<file path="src/hw/anps_map.svh">
// Register offsets, field positions and reset values of the next page and status bank
`ifndef ANPS_MAP_SVH
`define ANPS_MAP_SVH
`define ANPS_OFF_NEXT_PAGE   5'h07
`define ANPS_OFF_SUMMARY     5'h10
`define ANPS_OFF_RXERR_CNT   5'h15
`define ANPS_OFF_TENMEG      5'h18
`define ANPS_OFF_PHY_CTRL    5'h19
`define ANPS_OFF_INT_STATUS  5'h1C
`define ANPS_OFF_INT_CLEAR   5'h1D
`define ANPS_OFF_INT_ENABLE  5'h1E
`define ANPS_BIT_MORE_PAGES  15
`define ANPS_BIT_NP_RSVD     14
`define ANPS_BIT_MSG_PAGE    13
`define ANPS_BIT_WILL_COMPLY 12
`define ANPS_BIT_TOGGLE      11
`define ANPS_CODE_HI         10
`define ANPS_CODE_LO         0
`define ANPS_BIT_SUM_RSVD    15
`define ANPS_BIT_CROSSOVER   14
`define ANPS_BIT_RXERR_LATCH 13
`define ANPS_BIT_POLARITY    12
`define ANPS_BIT_TENMEG_POL  4
`define ANPS_BIT_AUTO_XOVER  15
`define ANPS_BIT_XOVER_FORCE 14
`define ANPS_RST_MORE_PAGES  1'h0
`define ANPS_RST_MSG_PAGE    1'h1
`define ANPS_RST_WILL_COMPLY 1'h0
`define ANPS_RST_TOGGLE      1'h0
`define ANPS_RST_CODE        11'h001
`define ANPS_RST_AUTO_XOVER  1'h1
`define ANPS_RST_XOVER_FORCE 1'h0
`define ANPS_RST_INT_ENABLE  4'h0
`define ANPS_EVT_RXERR       0
`define ANPS_EVT_POLARITY    1
`define ANPS_EVT_CROSSOVER   2
`define ANPS_EVT_PAGE_SENT   3
`define ANPS_EVT_COUNT       4
`endif

</file>
<file path="src/hw/anps_pkg.sv">
// Types shared by the next page and status register bank
package anps_pkg;
    typedef struct packed {
        logic        morePages;
        logic        reservedZero;
        logic        messagePage;
        logic        willComply;
        logic        toggleSent;
        logic [10:0] code;
    } anps_np_word_type;

    typedef struct packed {
        logic pageSent;
        logic crossover;
        logic polarity;
        logic rxError;
    } anps_evt_type;

    typedef struct packed {
        logic autoCrossoverEnable;
        logic crossoverForce;
    } anps_xover_ctrl_type;
endpackage

</file>
<file path="src/hw/anps_regs.sv">
// Next page transmit word, summary status and their companion registers
//
// Notes on behaviour
// RULE1: more-pages flag, writable, tells partner whether another next page follows.
// RULE2: bit 14 of next page word ignores writes and reads zero.
// RULE3: message page flag at bit 13, reset one, selects formatted or unformatted.
// RULE4: will-comply bit, reset zero, says whether we can comply with message.
// RULE5: toggle bit, read-only, holds inverse of previously exchanged word's toggle.
// RULE6: 11-bit code resets to the null message page value.
// RULE7: summary status bit 15 ignores writes, reads zero.
// RULE8: crossover bit follows enable and force; tracks swaps live when auto.
// RULE9: crossover bit one means pairs swapped, zero means normal.
// RULE10: receive error latch sets on error, clears only on error counter read.
// RULE11: latch reports an error since last read of counter at offset 15h.
// RULE12: bit 12 mirrors ten-meg polarity bit, cleared by that register's read.
// RULE13: polarity bit one means inverted polarity, zero means correct.
// RULE14: error in same cycle as clearing read keeps the latch set.
//
// The strobed register port is this design's own decision.

`include "anps_map.svh"

module anps_regs #(
    parameter int ADDR_WIDTH    = 5,
    parameter int ERR_CNT_WIDTH = 16
) (
    input  wire logic                      core_clk,
    input  wire logic                      srst,
    input  wire logic [ADDR_WIDTH-1:0]     regAddr,
    input  wire logic [15:0]               regWrData,
    input  wire logic                      regWrEn,
    input  wire logic                      regRdEn,
    output logic      [15:0]               regRdData,
    input  wire logic                      rxErrorPin,
    input  wire logic                      polarityInvertedPin,
    input  wire logic                      autoSwapState,
    input  wire logic                      wordExchanged,
    input  wire logic                      exchangedToggle,
    output anps_pkg::anps_np_word_type     nextPageWord,
    output logic                           pairsSwapped,
    output logic                           intrOut
);

    // Elaboration check on parameters
    if (ADDR_WIDTH < 5)
    begin : gBadAddr
        $error("ADDR_WIDTH must be at least 5");
    end
    if (ERR_CNT_WIDTH < 1 || ERR_CNT_WIDTH > 16)
    begin : gBadCnt
        $error("ERR_CNT_WIDTH must be 1 to 16");
    end

    // Pin synchronisers: first stage read only by second
    logic rxErrMeta_q;
    logic rxErrSync_q;
    logic polMeta_q;
    logic polSync_q;

    always_ff @(posedge core_clk)
    begin
        if (srst)
        begin
            rxErrMeta_q <= 1'h0;
            rxErrSync_q <= 1'h0;
            polMeta_q   <= 1'h0;
            polSync_q   <= 1'h0;
        end
        else
        begin
            rxErrMeta_q <= rxErrorPin;
            rxErrSync_q <= rxErrMeta_q;
            polMeta_q   <= polarityInvertedPin;
            polSync_q   <= polMeta_q;
        end
    end

    // Address decode
    logic hitNextPage;
    logic hitSummary;
    logic hitRxErrCnt;
    logic hitTenMeg;
    logic hitPhyCtrl;
    logic hitIntStatus;
    logic hitIntClear;
    logic hitIntEnable;

    always_comb
    begin
        hitNextPage  = (regAddr == ADDR_WIDTH'(`ANPS_OFF_NEXT_PAGE));
        hitSummary   = (regAddr == ADDR_WIDTH'(`ANPS_OFF_SUMMARY));
        hitRxErrCnt  = (regAddr == ADDR_WIDTH'(`ANPS_OFF_RXERR_CNT));
        hitTenMeg    = (regAddr == ADDR_WIDTH'(`ANPS_OFF_TENMEG));
        hitPhyCtrl   = (regAddr == ADDR_WIDTH'(`ANPS_OFF_PHY_CTRL));
        hitIntStatus = (regAddr == ADDR_WIDTH'(`ANPS_OFF_INT_STATUS));
        hitIntClear  = (regAddr == ADDR_WIDTH'(`ANPS_OFF_INT_CLEAR));
        hitIntEnable = (regAddr == ADDR_WIDTH'(`ANPS_OFF_INT_ENABLE));
    end

    // Next page transmit word
    anps_pkg::anps_np_word_type npWord_q;

    always_ff @(posedge core_clk)
    begin
        if (srst)
        begin
            npWord_q.morePages    <= `ANPS_RST_MORE_PAGES;
            npWord_q.reservedZero <= 1'h0;
            npWord_q.messagePage  <= `ANPS_RST_MSG_PAGE;
            npWord_q.willComply   <= `ANPS_RST_WILL_COMPLY;
            npWord_q.toggleSent   <= `ANPS_RST_TOGGLE;
            // RULE6: null page code
            npWord_q.code         <= `ANPS_RST_CODE;
        end
        else
        begin
            if (regWrEn && hitNextPage)
            begin
                // RULE1: more pages wanted
                npWord_q.morePages   <= regWrData[`ANPS_BIT_MORE_PAGES];
                // RULE3: message or unformatted
                npWord_q.messagePage <= regWrData[`ANPS_BIT_MSG_PAGE];
                // RULE4: comply answer
                npWord_q.willComply  <= regWrData[`ANPS_BIT_WILL_COMPLY];
                npWord_q.code        <= regWrData[`ANPS_CODE_HI:`ANPS_CODE_LO];
            end
            // RULE2: reserved bit held zero
            npWord_q.reservedZero <= 1'h0;
            // RULE5: inverse of last exchanged toggle
            if (wordExchanged)
            begin
                npWord_q.toggleSent <= ~exchangedToggle;
            end
        end
    end

    // Crossover control register
    anps_pkg::anps_xover_ctrl_type xoverCtrl_q;

    always_ff @(posedge core_clk)
    begin
        if (srst)
        begin
            xoverCtrl_q.autoCrossoverEnable <= `ANPS_RST_AUTO_XOVER;
            xoverCtrl_q.crossoverForce      <= `ANPS_RST_XOVER_FORCE;
        end
        else if (regWrEn && hitPhyCtrl)
        begin
            xoverCtrl_q.autoCrossoverEnable <= regWrData[`ANPS_BIT_AUTO_XOVER];
            xoverCtrl_q.crossoverForce      <= regWrData[`ANPS_BIT_XOVER_FORCE];
        end
    end

    // Crossover state: force wins, then automatic swap, else normal
    logic crossover_d;
    logic crossover_q;

    always_comb
    begin
        // RULE8: enable and force steer
        if (xoverCtrl_q.crossoverForce)
        begin
            crossover_d = 1'h1;
        end
        else if (xoverCtrl_q.autoCrossoverEnable)
        begin
            crossover_d = autoSwapState;
        end
        else
        begin
            crossover_d = 1'h0;
        end
    end

    // RULE9: one means pairs swapped
    always_ff @(posedge core_clk)
    begin
        if (srst)
        begin
            crossover_q <= 1'h0;
        end
        else
        begin
            crossover_q <= crossover_d;
        end
    end

    // Receive error latch and counter
    logic                     rxErrLatch_q;
    logic [ERR_CNT_WIDTH-1:0] rxErrCount_q;
    logic                     rxErrCntRead;

    always_comb
    begin
        rxErrCntRead = regRdEn && hitRxErrCnt;
    end

    // RULE10: clears only on counter read
    // RULE14: new error beats the clear
    always_ff @(posedge core_clk)
    begin
        if (srst)
        begin
            rxErrLatch_q <= 1'h0;
        end
        else if (rxErrSync_q)
        begin
            rxErrLatch_q <= 1'h1;
        end
        else if (rxErrCntRead)
        begin
            rxErrLatch_q <= 1'h0;
        end
    end

    // RULE11: counter saturates so a read never wraps to zero errors
    always_ff @(posedge core_clk)
    begin
        if (srst)
        begin
            rxErrCount_q <= '0;
        end
        else if (rxErrSync_q)
        begin
            if (rxErrCntRead)
            begin
                rxErrCount_q <= ERR_CNT_WIDTH'(1);
            end
            else if (rxErrCount_q != '1)
            begin
                rxErrCount_q <= rxErrCount_q + ERR_CNT_WIDTH'(1);
            end
        end
        else if (rxErrCntRead)
        begin
            rxErrCount_q <= '0;
        end
    end

    // Polarity latch shared by both status views
    logic polLatch_q;

    // RULE12: clears on ten-meg read only
    // RULE13: one means inverted
    always_ff @(posedge core_clk)
    begin
        if (srst)
        begin
            polLatch_q <= 1'h0;
        end
        else if (polSync_q)
        begin
            polLatch_q <= 1'h1;
        end
        else if (regRdEn && hitTenMeg)
        begin
            polLatch_q <= 1'h0;
        end
    end

    // Interrupt events
    anps_pkg::anps_evt_type evtNow;
    logic                   polLatchPrev_q;
    logic                   crossoverPrev_q;

    always_ff @(posedge core_clk)
    begin
        if (srst)
        begin
            polLatchPrev_q  <= 1'h0;
            crossoverPrev_q <= 1'h0;
        end
        else
        begin
            polLatchPrev_q  <= polLatch_q;
            crossoverPrev_q <= crossover_q;
        end
    end

    always_comb
    begin
        evtNow.rxError   = rxErrSync_q;
        evtNow.polarity  = polLatch_q && !polLatchPrev_q;
        evtNow.crossover = crossover_q != crossoverPrev_q;
        evtNow.pageSent  = wordExchanged;
    end

    logic [`ANPS_EVT_COUNT-1:0] intStatus_q;
    logic [`ANPS_EVT_COUNT-1:0] intEnable_q;

    always_ff @(posedge core_clk)
    begin
        if (srst)
        begin
            intEnable_q <= `ANPS_RST_INT_ENABLE;
        end
        else if (regWrEn && hitIntEnable)
        begin
            intEnable_q <= regWrData[`ANPS_EVT_COUNT-1:0];
        end
    end

    // Sticky bits; a set in the clearing cycle survives
    for (genvar i = 0; i < `ANPS_EVT_COUNT; i++)
    begin : gSticky
        always_ff @(posedge core_clk)
        begin
            if (srst)
            begin
                intStatus_q[i] <= 1'h0;
            end
            else if (evtNow[i])
            begin
                intStatus_q[i] <= 1'h1;
            end
            else if (regWrEn && hitIntClear && regWrData[i])
            begin
                intStatus_q[i] <= 1'h0;
            end
        end
    end

    // Level interrupt, one cycle behind the sticky bits
    logic intr_q;

    always_ff @(posedge core_clk)
    begin
        if (srst)
        begin
            intr_q <= 1'h0;
        end
        else
        begin
            intr_q <= |(intStatus_q & intEnable_q);
        end
    end

    // Read data, valid only in the cycle after the strobe
    logic [15:0] rdData_d;
    logic [15:0] rdData_q;

    always_comb
    begin
        rdData_d = 16'h0000;
        if (hitNextPage)
        begin
            rdData_d = nextPageWord;
            // RULE2: reads zero
            rdData_d[`ANPS_BIT_NP_RSVD] = 1'h0;
        end
        else if (hitSummary)
        begin
            // RULE7: bit 15 reads zero
            rdData_d[`ANPS_BIT_SUM_RSVD]    = 1'h0;
            rdData_d[`ANPS_BIT_CROSSOVER]   = crossover_q;
            rdData_d[`ANPS_BIT_RXERR_LATCH] = rxErrLatch_q;
            // RULE12: mirror of ten-meg bit
            rdData_d[`ANPS_BIT_POLARITY]    = polLatch_q;
        end
        else if (hitRxErrCnt)
        begin
            rdData_d[ERR_CNT_WIDTH-1:0] = rxErrCount_q;
        end
        else if (hitTenMeg)
        begin
            rdData_d[`ANPS_BIT_TENMEG_POL] = polLatch_q;
        end
        else if (hitPhyCtrl)
        begin
            rdData_d[`ANPS_BIT_AUTO_XOVER]  = xoverCtrl_q.autoCrossoverEnable;
            rdData_d[`ANPS_BIT_XOVER_FORCE] = xoverCtrl_q.crossoverForce;
        end
        else if (hitIntStatus)
        begin
            rdData_d[`ANPS_EVT_COUNT-1:0] = intStatus_q;
        end
        else if (hitIntEnable)
        begin
            rdData_d[`ANPS_EVT_COUNT-1:0] = intEnable_q;
        end
    end

    always_ff @(posedge core_clk)
    begin
        if (srst)
        begin
            rdData_q <= 16'h0000;
        end
        else if (regRdEn)
        begin
            rdData_q <= rdData_d;
        end
        else
        begin
            rdData_q <= 16'h0000;
        end
    end

    // Outputs straight from flops
    always_comb
    begin
        regRdData    = rdData_q;
        nextPageWord = npWord_q;
        pairsSwapped = crossover_q;
        intrOut      = intr_q;
    end

endmodule // anps_regs

</file>
<file path="config.mk">
export PLATFORM = sky130hd
export DESIGN_NAME = anps_regs
export DESIGN_NICKNAME = d
export VERILOG_FILES = /design/src/hw/anps_pkg.sv /design/src/hw/anps_regs.sv
export VERILOG_INCLUDE_DIRS = /design/src /design/src/hw
export SDC_FILE = /design/constraint.sdc
export NUM_CORES = 1
export LEC_CHECK = 0
export BUFFER_PORTS_ARGS = -buffer_cell sky130_fd_sc_hd__buf_2
export CAP_MARGIN = 20
export CORE_UTILIZATION = 57
export CTS_CLUSTER_DIAMETER = 150
export CTS_CLUSTER_SIZE = 8
export DETAILED_ROUTE_END_ITERATION = 12
export HOLD_SLACK_MARGIN = 0.06
export PLACE_DENSITY = 0.83
export SLEW_MARGIN = 20
export SYNTH_ARGS = -nofsm -noshare
export SYNTH_HDL_FRONTEND = slang
export SYNTH_SLANG_ARGS = --single-unit
</file>
<file path="constraint.sdc">
create_clock -name core_clk -period 3.3 [get_ports core_clk]
set_input_delay 0.825 -clock core_clk [delete_from_list [all_inputs] [get_ports core_clk]]
set_output_delay 0.825 -clock core_clk [all_outputs]
set_load 0.02 [all_outputs]
</file>
Word-level counts from Yosys, hierarchy flattened:

Index checks and enable logic that the tools add are counted.

* add/subtract/negate cells: 1
* equality and inequality tests: 10
* mux-type cells: 31
* bitwise logic cells: 3
* reduce and logical (&&, ||, !) cells: 23

Operator list (count)
* 16-bit 2-to-1 mux: 5
* 5-bit == test, second input constant: 7
* 4-bit 2-to-1 mux: 5
* 16-bit by 1-bit adder with 16-bit output, second input constant: 1
* 16-bit inequality test, second input constant: 1
* 1-bit 2-to-1 mux: 15
* 2-bit nonzero test: 7
* 12-bit 2-to-1 mux: 1
* 1-bit logical AND: 11
* 9-bit 2-to-1 mux: 1
* 2-bit 2-to-1 mux: 3
* 5-bit by 3-bit == test with 1-bit output, second input constant: 1
* 5-bit 2-to-1 mux: 1
* 4-bit bitwise AND: 1
* 4-bit OR reduction: 1
* 3-bit OR reduction: 1
* 1-bit NOT: 2
* 2-bit AND reduction: 1
* 2-bit OR reduction: 1
* 1-bit logical NOT: 1
* 1-bit inequality test: 1

* bits in registers: 68
* input port bits: 30
* logic and storage cells: 94

Longest topological paths before layout:

* depth after elaboration: 8
* mapped depth: 7
* depth with buffers taken out: 5

Least setup slack after synthesis:

No wires, ideal clock.

* path type: input-to-reg
* from: input port regAddr[1]
* to: register npWord_q, in the netlist nextPageWord[0]
* arrival: 2.087 ns
* data required time: 3.182 ns
* setup slack: 1.096 ns
* stages: 6
* path buffers: 2
* path through: buf_2 -> nand4b_1 -> nor3b_2 -> buf_2 -> mux2i_1 -> nand2_1

* longest elaborated chain between the ends: 2

RTL lines
* start: declaration: line anps_regs.sv:29 `input wire logic [ADDR_WIDTH-1:0] regAddr,`
* 5-bit by 3-bit == test with 1-bit output: line anps_regs.sv:90 `` hitNextPage = (regAddr == ADDR_WIDTH'(`ANPS_OFF_NEXT_PAGE)); ``
* 1-bit logical AND: line anps_regs.sv:117 `if (regWrEn && hitNextPage)`
* end: declaration: line anps_regs.sv:101 `anps_pkg::anps_np_word_type npWord_q;`

Every way passes these cells.
A chain may end at the register's enable or synchronous reset.

Worst setup path in the final report:

* from: input port regAddr[1]
* to: register npWord_q, in the netlist nextPageWord[7]

The elaborated chain is that of the path after synthesis.

==> flow_metrics.py <==
metrics = {
    "clock_tree": {
        "numCtsBuffers": 9,
        "clk_path_buf_depth": 2,
        "cts_resized": 0,
        "cts_tree": "yes",
        "ctsHoldBuffers": 0,
        "path_clk_slew_ns": 0.07,
        "cts.sinks": 67,
        "post_cts_buffers": 0,
        "insertion_delay_ns": 0.34,
        "ctsRootBufferMaster": "clkbuf_8",
        "htree_num_levels": 3,
    },
    "setup_path": {
        "critPathMaxFanout": 10,
        "end_kind": "register",
        "required_ns": 3.51,
        "cp-start-kind": "input pin",
        "cp.arrival_ns": 2.34,
        "startpoint": "regAddr[1]",
        "critical_path_class": "input pin to register",
        "r2r_start": "rxErrCount_q[2]$_SDFFE_PP0P_",
    },
    "final_layout": {
        "design_area_um2": 3360,
        "final_common_cell": "dfxtp_1",
        "drive_gt1_share_pct": 24.3,
        "nNetsFinal": 402,
        "area_delta_synth_final_pct": 18.3,
        "antenna-diode-count": 0,
        "layout_common_cells": "dfxtp_1 (67), buf_2 (61), nor2_1 (38)",
    },
    "worst_hold_path": {
        "min-delay-start": "polMeta_q$_SDFF_PP0_",
        "hp-class": "register to register",
    },
    "grt": {
        "grt_pass1_vias": 2283,
        "grt.overflow.total": 0,
        "antenna_found_initial": 0,
        "grt_util_all_layers_pct": 27.4,
        "grt_pass1_wl_um": 10900,
        "grt_max_degree": 36,
    },
    "route": {
        "drtAntennaViolNets": 0,
        "wire_per_inst_um": 15.3,
        "drtIter0Drc": 190,
        "post_drt_via_cell_ratio": 5.81,
        "drtPass1Iterations": 4,
        "num_vias": 2567,
        "route.detailed.drc": 0,
        "wirelength_um": 6750,
    },
    "logic_synthesis": {
        "synth-edff-count": 0,
        "syn_avg_cell_area_um2": 8.97,
        "ys_seq_area_share_pct": 47.2,
        "async_flop_share_pct": 0,
        "synth_cell_types": 46,
        "ys_warn_count": 0,
        "synthFlopType": "dfxtp_1",
        "synth_top_cell_by_area": "dfxtp_1",
        "syn_area_um2": 2840,
        "synthTopCellsByArea": "dfxtp_1 (47%), mux2i_1 (7.0%), nor2_1 (5.0%), a21oi_1 (4.8%), a22oi_1 (4.5%)",
        "syn_inst": 317,
        "syn-num-nets": 348,
        "synth-seq-cells": 67,
        "yosysTopAreaCellShare_pct": 47.2,
    },
    "floorplanning": {
        "die_w_um": 72.6,
        "pin_count": 64,
        "die_area_um2": 5280,
        "num_rows": 25,
        "die_height_um": 72.6,
        "initial_core_util_pct": 59.8,
        "core_um2": 4750,
    },
    "sta": {
        "setup_viol": 0,
        "fmax_mhz": 470,
        "slew_violations": 0,
        "fin_crit_ns": 2.13,
        "fin_setup_tns_ns": 0,
        "slew_headroom_pct": 48.2,
        "period_share_pct": 64.5,
        "finalHoldViolCount": 0,
        "rsz0062_at_grt": "no",
        "fin_skew_ns": 0.00610,
        "tightest_slew_ns": 0.771,
    },
    "power_and_ir_drop": {
        "power_density_nw_per_um2": 494,
        "ir_drop_uv": 319,
        "p_leak_uw": 0.00128,
    },
    "placement": {
        "placedInstanceArea_um2": 3150,
        "hpwl_um": 4710,
        "portBuffers": 61,
        "gp_congestion": 0.909,
    },
    "status": {
        "outcome": "finished clean",
    },
    "flow_run": {
        "drv_cap": 0,
    },
}
-- area by class of cell --
| class | instances | area, um2 |
|---|---|---|
| fillers | 366 | 1390 |
| multi-input cells | 222 | 1370 |
| flip-flops and latches | 67 | 1340 |
| repair buffers | 64 | 328 |
| clock buffers | 10 | 138 |
| well taps | 67 | 83.8 |
| clock inverters | 5 | 77.6 |
| inverters | 7 | 26.3 |
-- worst max-delay path: stages --
cell	delay [ns]
buf_2	0.19
nand4b_1	0.18
nor3b_2	0.52
buf_4	0.33
mux2i_1	0.23
nor2_1	0.05
-- metal layers --
| metal | vias up | global-route usage, % | wire length, um |
|---|---|---|---|
| met5 | - | 0 | 0 |
| met4 | 0 | 9.37 | 87 |
| met3 | 9 | 7.73 | 439 |
| met2 | 93 | 43.2 | 3190 |
| met1 | 1215 | 36.3 | 3040 |
| li1 | 1250 | - | - |
-- cells in the mapped netlist, types with 3 or more instances --
master / instances
dfxtp_1: 67
nor2_1: 38
a21oi_1: 27
nand2_1: 23
mux2i_1: 20
a22oi_1: 17
nand3_1: 15
clkbuf_1: 10
nor2b_1: 8
inv_1: 7
buf_2: 6
nor3_1: 6
o21ai_0: 6
a31oi_1: 5
nor4_1: 5
and3_1: 4
mux2_2: 4
nand4_1: 4
or3_1: 4
or4_1: 4
a211oi_1: 3
buf_4: 3
o31ai_1: 3
-- report_power, final --
part | switching [uW] | leakage (uW) | internal (uW)
registers | 11.4 | 0.000543 | 821
logic | 53.6 | 0.000630 | 32.5
clock network | 306 | 0.000108 | 439
-- path summary, 6_finish.rpt --
path	to	slack (ns)	cells past startpoint
max	nextPageWord[7]$_SDFFE_PP0P_	1.17	6
min	polSync_q$_SDFF_PP0_	0.45	1
max reg2reg	rxErrCount_q[0]$_SDFFE_PP0P_	1.18	5
min reg2reg	polSync_q$_SDFF_PP0_	0.45	1
-- kinds of logic after synthesis --
group	synth area share [%]
AND/OR/NAND/NOR	23.8
buffers and inverters	4.66
adder cells (fa/ha/maj)	0.440
other	0.132
XOR/XNOR	0.308
AO/OA/AOI/OAI	14.8
multiplexers	8.62
flip-flops	47.2
-- state kept, by name, indices dropped and copies added (netlist names), 2 cells and up --
signal / flops
intStatus_q: 4
xoverCtrl_q: 2
nextPageWord: 15
intEnable_q: 4
rxErrCount_q: 16
regRdData: 16
-- stage by stage --
stage	util [%]	instances	hold WS (ns)	setup WS (ns)	power (uW)
6_report	70.8	442	0.448	1.17	1660
3_3_place_gp	66.2	427	0.419	0.925	932
2_1_floorplan	-	317	0.413	1.10	902
3_5_place_dp	66.2	427	0.430	0.841	936
5_1_grt	70.8	442	0.471	0.993	1710
4_1_cts	70.8	442	0.449	1.20	1670
Note: power is estimated with default switching activity, not from simulation.
